**src/logic/gpio_data_pkg.sv**
```systemverilog
// ----------------------------------------------------------------------
// shared constants and carriers for the pin data slice, bits 10..4
// ----------------------------------------------------------------------
package gpio_data_pkg;

    // ------------------------------------------------------------------
    // slice geometry
    // ------------------------------------------------------------------
    localparam int PIN_LSB = 4;            // lowest register bit held
    localparam int PIN_W = 7;              // bits 10 down to 4
    localparam int BIT7_IDX = 3;           // register bit 7 in the slice
    localparam int ADDR_W = 8;             // register port address width
    localparam int DATA_W = 32;            // register port data width

    typedef logic [PIN_W-1:0] pin_vec_t;

    // ------------------------------------------------------------------
    // register offsets on the plain register port
    // ------------------------------------------------------------------
    localparam logic [ADDR_W-1:0] DATA_OFS = 8'h00;   // pin data
    localparam logic [ADDR_W-1:0] DIR_OFS = 8'h04;    // 1 = output
    localparam logic [ADDR_W-1:0] HP_SEL_OFS = 8'h08; // 1 = hot-plug use

    // ------------------------------------------------------------------
    // reset values
    // ------------------------------------------------------------------
    localparam pin_vec_t DATA_RESET = 7'h00;
    localparam pin_vec_t DIR_RESET = 7'h00;
    localparam pin_vec_t HP_SEL_RESET = 7'h00;
    localparam logic STRAP_SYNC_RESET = 1'h1;  // read-only until sampled
    localparam logic FUNDAMENTAL_RESET_N_SYNC_RESET = 1'h0;   // held in clear until seen
    localparam pin_vec_t PIN_SYNC_RESET = 7'h00;
    localparam logic [DATA_W-1:0] RDATA_RESET = 32'h0000_0000;

    // ------------------------------------------------------------------
    // per-pin masks, slice index 0 is register bit 4
    // ------------------------------------------------------------------
    localparam pin_vec_t STRAP3_BITS = 7'h70;  // bits 10, 9, 8
    localparam pin_vec_t STRAP2_BITS = 7'h07;  // bits 6, 5, 4
    localparam pin_vec_t HP_IN_BITS = 7'h66;   // bits 10, 9, 6, 5
    localparam pin_vec_t HP_OUT_BITS = 7'h11;  // bits 8, 4

    // ------------------------------------------------------------------
    // carriers
    // ------------------------------------------------------------------
    typedef struct packed {
        logic we;                  // one-cycle write strobe
        logic re;                  // one-cycle read strobe
        logic [ADDR_W-1:0] addr;   // byte address
        logic [DATA_W-1:0] wdata;  // write data
    } reg_req_s;

    typedef struct packed {
        logic load;                // one-cycle preload strobe
        pin_vec_t data;            // preload image for bits 10..4
    } eeprom_load_s;

endpackage : gpio_data_pkg

```
**src/logic/gpio_data_bits.sv**
```systemverilog
`timescale 1ns/1ps
`default_nettype none

module gpio_data_bits
    import gpio_data_pkg::*;
(
    input wire logic clk,                      // 100 MHz
    input wire logic rst_n,                    // sync, active low
    input wire reg_req_s reg_req,              // register request
    output var logic [DATA_W-1:0] reg_rdata_q, // read data, next cycle
    input wire eeprom_load_s eeprom_load,      // preload from eeprom
    input wire logic fundamental_reset_n,      // pin, active low
    input wire logic third_downport_strap,     // pin strap
    input wire logic second_downport_strap,    // pin strap
    input wire pin_vec_t pin_in,               // pin levels
    output var pin_vec_t pin_out_q,            // pin drive level
    output var pin_vec_t pin_oe_q,             // pin drive enable
    input wire pin_vec_t hp_drive_level,       // from hot-plug logic
    output var pin_vec_t hp_sense_q            // to hot-plug logic
);

    // ------------------------------------------------------------------
    // decoding shared by several processes
    // ------------------------------------------------------------------

    // a strap high takes its bits away from software
    function automatic pin_vec_t valid_mask(input logic s3, input logic s2);
        pin_vec_t m;
        m = '1;
        if (s3) begin
            m = m & ~STRAP3_BITS;
        end
        if (s2) begin
            m = m & ~STRAP2_BITS;
        end
        return m;
    endfunction : valid_mask

    // ------------------------------------------------------------------
    // synchronisers for everything that arrives from pins
    // ------------------------------------------------------------------
    logic strap3_meta_q;
    logic strap3_sync_q;
    logic strap2_meta_q;
    logic strap2_sync_q;
    logic fundamental_reset_n_meta_q;
    logic fundamental_reset_n_sync_q;
    pin_vec_t pin_meta_q;
    pin_vec_t pin_sync_q;

    // straps reset high so only bit 7 is writable before they are seen
    always_ff @(posedge clk) begin
        if (!rst_n) begin
            strap3_meta_q <= STRAP_SYNC_RESET;
            strap3_sync_q <= STRAP_SYNC_RESET;
            strap2_meta_q <= STRAP_SYNC_RESET;
            strap2_sync_q <= STRAP_SYNC_RESET;
        end else begin
            strap3_meta_q <= third_downport_strap;
            strap3_sync_q <= strap3_meta_q;
            strap2_meta_q <= second_downport_strap;
            strap2_sync_q <= strap2_meta_q;
        end
    end

    // fundamental reset is a pin too; it lags two cycles
    always_ff @(posedge clk) begin
        if (!rst_n) begin
            fundamental_reset_n_meta_q <= FUNDAMENTAL_RESET_N_SYNC_RESET;
            fundamental_reset_n_sync_q <= FUNDAMENTAL_RESET_N_SYNC_RESET;
        end else begin
            fundamental_reset_n_meta_q <= fundamental_reset_n;
            fundamental_reset_n_sync_q <= fundamental_reset_n_meta_q;
        end
    end

    // pin levels, read back through the data register
    always_ff @(posedge clk) begin
        if (!rst_n) begin
            pin_meta_q <= PIN_SYNC_RESET;
            pin_sync_q <= PIN_SYNC_RESET;
        end else begin
            pin_meta_q <= pin_in;
            pin_sync_q <= pin_meta_q;
        end
    end

    // ------------------------------------------------------------------
    // register decode
    // ------------------------------------------------------------------
    pin_vec_t data_q;
    pin_vec_t dir_q;
    pin_vec_t hp_sel_q;
    pin_vec_t valid;
    pin_vec_t wr_mask;
    pin_vec_t drive_sw;
    pin_vec_t wbits;
    logic data_wr;
    logic dir_wr;
    logic hp_sel_wr;

    assign valid = valid_mask(strap3_sync_q, strap2_sync_q);
    assign wr_mask = valid & dir_q;
    assign drive_sw = valid & dir_q & ~hp_sel_q;
    assign wbits = reg_req.wdata[PIN_LSB +: PIN_W];
    assign data_wr = reg_req.we && (reg_req.addr == DATA_OFS);
    assign dir_wr = reg_req.we && (reg_req.addr == DIR_OFS);
    assign hp_sel_wr = reg_req.we && (reg_req.addr == HP_SEL_OFS);

    // ------------------------------------------------------------------
    // data bits
    // ------------------------------------------------------------------

    // clear beats preload beats software; a write in a preload cycle
    // is lost, which only matters if firmware races the eeprom
    always_ff @(posedge clk) begin
        if (!rst_n) begin
            data_q <= DATA_RESET;
        end else if (!fundamental_reset_n_sync_q) begin
            data_q <= DATA_RESET;
        end else if (eeprom_load.load) begin
            // only valid bits take the image; bit 7 is always valid
            data_q <= (data_q & ~valid)
                      | (eeprom_load.data & valid);
        end else if (data_wr) begin
            data_q <= (data_q & ~wr_mask)
                      | (wbits & wr_mask);
        end
    end

    // ------------------------------------------------------------------
    // mode registers
    // ------------------------------------------------------------------

    // direction per pin, 1 means general-purpose output
    always_ff @(posedge clk) begin
        if (!rst_n) begin
            dir_q <= DIR_RESET;
        end else if (dir_wr) begin
            dir_q <= wbits;
        end
    end

    // hot-plug selection per pin
    always_ff @(posedge clk) begin
        if (!rst_n) begin
            hp_sel_q <= HP_SEL_RESET;
        end else if (hp_sel_wr) begin
            hp_sel_q <= wbits;
        end
    end

    // ------------------------------------------------------------------
    // pin drive, one slice per pin
    // ------------------------------------------------------------------
    for (genvar i = 0; i < PIN_W; i++) begin : g_pin
        // hot-plug outputs follow the hot-plug logic, hot-plug inputs
        // and invalid bits are left undriven
        always_ff @(posedge clk) begin
            if (!rst_n) begin
                pin_out_q[i] <= 1'h0;
                pin_oe_q[i] <= 1'h0;
            end else if (hp_sel_q[i] && HP_OUT_BITS[i]) begin
                pin_out_q[i] <= hp_drive_level[i];
                pin_oe_q[i] <= 1'h1;
            end else if (hp_sel_q[i]) begin
                pin_out_q[i] <= 1'h0;
                pin_oe_q[i] <= 1'h0;
            end else begin
                pin_out_q[i] <= data_q[i];
                pin_oe_q[i] <= drive_sw[i];
            end
        end
    end

    // sensed levels for the hot-plug logic, only where selected
    always_ff @(posedge clk) begin
        if (!rst_n) begin
            hp_sense_q <= PIN_SYNC_RESET;
        end else begin
            hp_sense_q <= pin_sync_q & hp_sel_q & HP_IN_BITS;
        end
    end

    // ------------------------------------------------------------------
    // read port
    // ------------------------------------------------------------------

    // read data stand for one cycle only; unmapped reads give zero
    always_ff @(posedge clk) begin
        if (!rst_n) begin
            reg_rdata_q <= RDATA_RESET;
        end else if (reg_req.re) begin
            reg_rdata_q <= RDATA_RESET;
            unique case (reg_req.addr)
                DATA_OFS: begin
                    // driven bits read the stored level, the rest the pin
                    reg_rdata_q[PIN_LSB +: PIN_W] <= (data_q & drive_sw)
                        | (pin_sync_q & ~drive_sw);
                end
                DIR_OFS: begin
                    reg_rdata_q[PIN_LSB +: PIN_W] <= dir_q;
                end
                HP_SEL_OFS: begin
                    reg_rdata_q[PIN_LSB +: PIN_W] <= hp_sel_q;
                end
                default: begin
                    reg_rdata_q <= RDATA_RESET;
                end
            endcase
        end else begin
            reg_rdata_q <= RDATA_RESET;
        end
    end

    // ------------------------------------------------------------------
    // checks
    // ------------------------------------------------------------------
    property p_input_write_ignored;
        @(posedge clk) disable iff (!rst_n)
        (data_wr && fundamental_reset_n_sync_q && !eeprom_load.load) |=>
            (((data_q ^ $past(data_q)) & ~$past(dir_q)) == '0);
    endproperty
    a_input_write_ignored: assert property (p_input_write_ignored)
        else $error("input-mode data bit changed on a write");

    property p_output_read;
        @(posedge clk) disable iff (!rst_n)
        (reg_req.re && reg_req.addr == DATA_OFS) |=>
            (((reg_rdata_q[PIN_LSB +: PIN_W] ^ $past(data_q))
              & $past(drive_sw)) == '0);
    endproperty
    a_output_read: assert property (p_output_read)
        else $error("output-mode read does not return driven level");

    property p_output_drive;
        @(posedge clk) disable iff (!rst_n)
        1'b1 |=>
            ((((pin_out_q ^ $past(data_q)) & $past(drive_sw)) == '0)
             && ((pin_oe_q & $past(drive_sw)) == $past(drive_sw)));
    endproperty
    a_output_drive: assert property (p_output_drive)
        else $error("output-mode pin not driven from data bit");

    property p_strap3_lock;
        @(posedge clk) disable iff (!rst_n)
        (data_wr && strap3_sync_q && fundamental_reset_n_sync_q && !eeprom_load.load) |=>
            (((data_q ^ $past(data_q)) & STRAP3_BITS) == '0);
    endproperty
    a_strap3_lock: assert property (p_strap3_lock)
        else $error("bits 10..8 written while third strap high");

    property p_strap2_lock;
        @(posedge clk) disable iff (!rst_n)
        (data_wr && strap2_sync_q && fundamental_reset_n_sync_q && !eeprom_load.load) |=>
            (((data_q ^ $past(data_q)) & STRAP2_BITS) == '0);
    endproperty
    a_strap2_lock: assert property (p_strap2_lock)
        else $error("bits 6..4 written while second strap high");

    property p_invalid_reads_pin;
        @(posedge clk) disable iff (!rst_n)
        (reg_req.re && reg_req.addr == DATA_OFS) |=>
            (((reg_rdata_q[PIN_LSB +: PIN_W] ^ $past(pin_sync_q))
              & ~$past(valid)) == '0);
    endproperty
    a_invalid_reads_pin: assert property (p_invalid_reads_pin)
        else $error("invalid bit does not read as pin level");

    property p_fundamental_reset_n_clear;
        @(posedge clk) disable iff (!rst_n)
        !fundamental_reset_n_sync_q |=> (data_q == DATA_RESET);
    endproperty
    a_fundamental_reset_n_clear: assert property (p_fundamental_reset_n_clear)
        else $error("data bits not cleared by fundamental reset");

    property p_eeprom_valid;
        @(posedge clk) disable iff (!rst_n)
        (eeprom_load.load && fundamental_reset_n_sync_q) |=>
            (((data_q ^ $past(eeprom_load.data)) & $past(valid)) == '0);
    endproperty
    a_eeprom_valid: assert property (p_eeprom_valid)
        else $error("valid bits not preloaded from eeprom image");

    property p_bit7_preload;
        @(posedge clk) disable iff (!rst_n)
        (eeprom_load.load && fundamental_reset_n_sync_q) |=>
            (data_q[BIT7_IDX] == $past(eeprom_load.data[BIT7_IDX]));
    endproperty
    a_bit7_preload: assert property (p_bit7_preload)
        else $error("bit 7 not preloaded from eeprom image");

    property p_hp_sense;
        @(posedge clk) disable iff (!rst_n)
        1'b1 |=>
            (hp_sense_q == ($past(pin_sync_q) & $past(hp_sel_q) & HP_IN_BITS));
    endproperty
    a_hp_sense: assert property (p_hp_sense)
        else $error("hot-plug input not passed to hot-plug logic");

    property p_hp_owns_pin;
        @(posedge clk) disable iff (!rst_n)
        1'b1 |=>
            ((((pin_out_q ^ $past(hp_drive_level)) & $past(hp_sel_q)
               & HP_OUT_BITS) == '0)
             && ((pin_oe_q & $past(hp_sel_q))
                 == ($past(hp_sel_q) & HP_OUT_BITS)));
    endproperty
    a_hp_owns_pin: assert property (p_hp_owns_pin)
        else $error("hot-plug pin not under hot-plug control");

endmodule : gpio_data_bits

`default_nettype wire

```
**config.mk**
```make
export PLATFORM = sky130hd
export DESIGN_NAME = gpio_data_bits
export DESIGN_NICKNAME = d
export VERILOG_FILES = /design/src/logic/gpio_data_pkg.sv /design/src/logic/gpio_data_bits.sv
export SDC_FILE = /design/constraint.sdc
export NUM_CORES = 1
export LEC_CHECK = 0
export BUFFER_PORTS_ARGS = -buffer_cell sky130_fd_sc_hd__buf_4
export CORE_MARGIN = 2
export CORE_UTILIZATION = 47
export DETAILED_ROUTE_END_ITERATION = 10
export PLACE_DENSITY = 0.85
export RECOVER_POWER = 50
export SYNTH_ARGS = -nofsm -noshare
export SYNTH_HDL_FRONTEND = slang
export SYNTH_SLANG_ARGS = --single-unit
```
**constraint.sdc**
```tcl
create_clock -name clk -period 1.5 [get_ports clk]
set_clock_uncertainty 0.05 [all_clocks]
set_input_delay 0.225 -clock clk [delete_from_list [all_inputs] [get_ports clk]]
set_output_delay 0.225 -clock clk [all_outputs]
set_load 0.1 [all_outputs]
```
==> metrics.csv <==
metric,value,unit
sequential-to-total area share from yosys stat,0.4640,
core area,5886,um2
Leak,0.001588,uW
fmax,688.0,MHz
GRT overflow,0,
IO Pins,122,
row cnt,28,
Post-DP HPWL,4.180,mm
final WL,6.044,mm
share of cells above drive strength 1,0.2953,
antenna cells,0,
VDD IR-drop max,0.5846,mV
Hold Startpoint,second_downport_strap,
CP startpoint kind,flip-flop,
largest net degree at the start of global routing,38,
"FF+latch count, synth",66,
Post-synth top flop,dfxtp_1,
H-tree depth,3,
1st-pass router iterations,4,
CTS tree,built,
met2 usage,0.2862,
Tcrit/Tclk final,0.9690,
final-report hold violation count,0,
DIE HEIGHT,81.84,um
ys async rst share,0,
Final Max Slew Viols,0,
reg2reg end,reg_rdata_q[9],
number of synthesized flops with an enable pin,0,
Tmin final,1.453,ns
Worst setup EP type,flip-flop,
"slowest stage delay, CP",0.42,ns
vias per inst,4.949,
CP Class,reg -> reg,
clk_lat worst skew,0.34,ns
clk slew on worst S/H paths,0.07,ns
met3 Track Usage GR,0.04835,
fin nets,423,
outcome,"finished, final reports clean",
IO buf count,63,
"Arr. time, crit path",1.64,ns
total CTS buffers,9,
Netlist Area Pre-Place,2848,um2
R2R cell count,4,
WHS,0.01166,ns
number of synthesis warnings,0,
power per cell area,1114,nW/um2
critical path buffer and inverter count,0,
global-route wire length before repair,8.963,mm
Filler Cell Count,495,
clk buf depth,2,
"CP delay by family, top",flip-flops,
Gate Count Post-Synth,283,
R2R Path Start,strap3_sync_q,
met1 Usage GRT,0.2250,
vias after detailed routing,2148,
gr usage total,0.1816,
Setup Buffers After CTS,0,
number of global-route vias before repair,1899,
CTS sink cnt,66,
initial core utilization,0.4838,
DIE AREA,6698,um2
worst hold endpoint,strap2_meta_q,
"Most Used Layer, Global Route",met2,
worst path required time,1.68,ns
measured slew at the worst slew-check pin,0.9560,ns
CP Cell Sequence,nor3b_2 > mux2_2 > o21ai_0 > a21oi_1,
initial antenna violation count,0,
CP Max Fanout,9,
final setup TNS,0,ns
clock root cell,clkbuf_8,
Syn Area/Cell,10.06,um2
# Max-Cap Violations,0,
Placer Congestion,0.8119,
mean routed wirelength per cell,13.93,um
Netlist cell types,44,
"slowest stage cell, crit path",dfxtp_1,
number of remaining DRC errors,0,
worst hold stages,2,
Synth-to-Final Area Change,24.03,%
First DRT Iteration DRCs,90,
Final setup viols,0,
worst reg2reg setup slack,0.05,ns
Max-slew headroom,0.3627,
Hold WC Path Type,in -> reg,
antenna-violating nets left,0,
Die W,81.84,um
-- power by group --
part           switching [uW]  leakage, uW  internal, uW
combinational             411     0.000944           121
clock                     659     0.000108           949
sequential               14.5     0.000536          1780
-- area by class of cell --
type | count | area, um2 | share of cell area
clock inverters | 3 | 45.04 | 0.01275
inverters | 8 | 30.03 | 0.008502
flip-flops and latches | 66 | 1321 | 0.3741
well taps | 75 | 93.84 | 0.02657
repair buffers | 73 | 554.3 | 0.1569
clock buffers | 13 | 178.9 | 0.05066
multi-input cells | 196 | 1309 | 0.3705
-- metal layers --
layer,part of all wire,wire [um]
met1,0.43,2576
met2,0.47,2839
met3,0.090,546
met4,0.014,82
met5,0,0
-- how the worst max path moves through the flow --
| stage | start | endpoint | slack (ns) | cells past startpoint |
|---|---|---|---|---|
| after floorplan | reg_req[37] | hp_sel_q[0] | 0.1 | 4 |
| after global placement | reg_req[37] | reg_rdata_q[4] | 0.004 | 6 |
| after detailed placement | reg_req[37] | hp_sel_q[5] | -0.009 | 6 |
| after CTS | strap3_sync_q | reg_rdata_q[9] | 0.06 | 4 |
| after global routing | strap3_sync_q | reg_rdata_q[9] | -0.02 | 4 |
| final | strap3_sync_q | reg_rdata_q[9] | 0.05 | 4 |
-- cells in the mapped netlist (2+ instances only) --
library cell  count  share of area
a21oi_1          14          0.025
and2_1           17          0.037
and3_1            8          0.018
and3b_1           2         0.0062
buf_4            29          0.076
clkbuf_1          8          0.011
clkbuf_8          2         0.0097
dfxtp_1          66           0.46
inv_1             8          0.011
mux2_2            5          0.020
mux2i_1          17          0.060
nand2_1           9          0.012
nand2b_1          7          0.015
nand3_1           3         0.0053
nand4_4           3          0.022
nor2_1            9          0.012
nor2b_1          20          0.044
nor3b_1          10          0.026
nor4_1            3         0.0066
nor4b_1           2         0.0062
nor4bb_1          3          0.011
o211ai_1          2         0.0053
o21a_1            3         0.0079
o21ai_0          11          0.019
o311a_1           2         0.0070
or2b_2            2         0.0062
-- stage by stage --
step	instance area, um2	utilization	setup slack [ns]	power, uW	cells
2_1_floorplan	2949	-	0.09630	2302	310
3_3_place_gp	3323	0.5646	0.003884	2363	418
3_5_place_dp	3323	0.5646	-0.009125	2368	418
4_1_cts	3547	0.6027	0.05546	3969	434
5_1_grt	3532	0.6001	-0.01721	4059	434
6_report	3532	0.6001	0.04653	3933	434
-- kinds of logic after synthesis --
logic type / Yosys count / share of synthesized area
AO/OA/AOI/OAI: 39 / 0.08305
other: 1 / 0.001317
AND/OR/NAND/NOR: 107 / 0.2632
multiplexers: 22 / 0.07952
buffers and inverters: 48 / 0.1090
flip-flops: 66 / 0.4640
-- cell usage in the layout (no fill, tap or decap), drive strengths merged, types with 2 or more instances in the layout --
master | Yosys | layout
o21a | 3 | 3
conb | 1 | 28
and2 | 19 | 19
nor3b | 11 | 11
nor4bb | 3 | 3
nor2b | 20 | 20
dfxtp | 66 | 66
and3 | 8 | 8
o311a | 2 | 2
nand2b | 7 | 7
a21oi | 14 | 14
nor4b | 2 | 2
and2b | 2 | 2
nor2 | 9 | 9
or2b | 2 | 2
nand3 | 4 | 4
mux2i | 17 | 17
and3b | 2 | 2
nand4 | 4 | 4
nand2 | 9 | 9
o211ai | 2 | 2
clkbuf | 10 | 16
mux2 | 5 | 5
inv | 8 | 8
o21ai | 11 | 11
nor4 | 4 | 4
buf | 30 | 70
clkinvlp | 0 | 2
-- repair_timing --
action	4_1_cts	5_1_grt
resized for setup	0	3
hold buffers	0	0
endpoints found under the setup margin	0	2
Note: power is estimated with default switching activity, not from simulation.
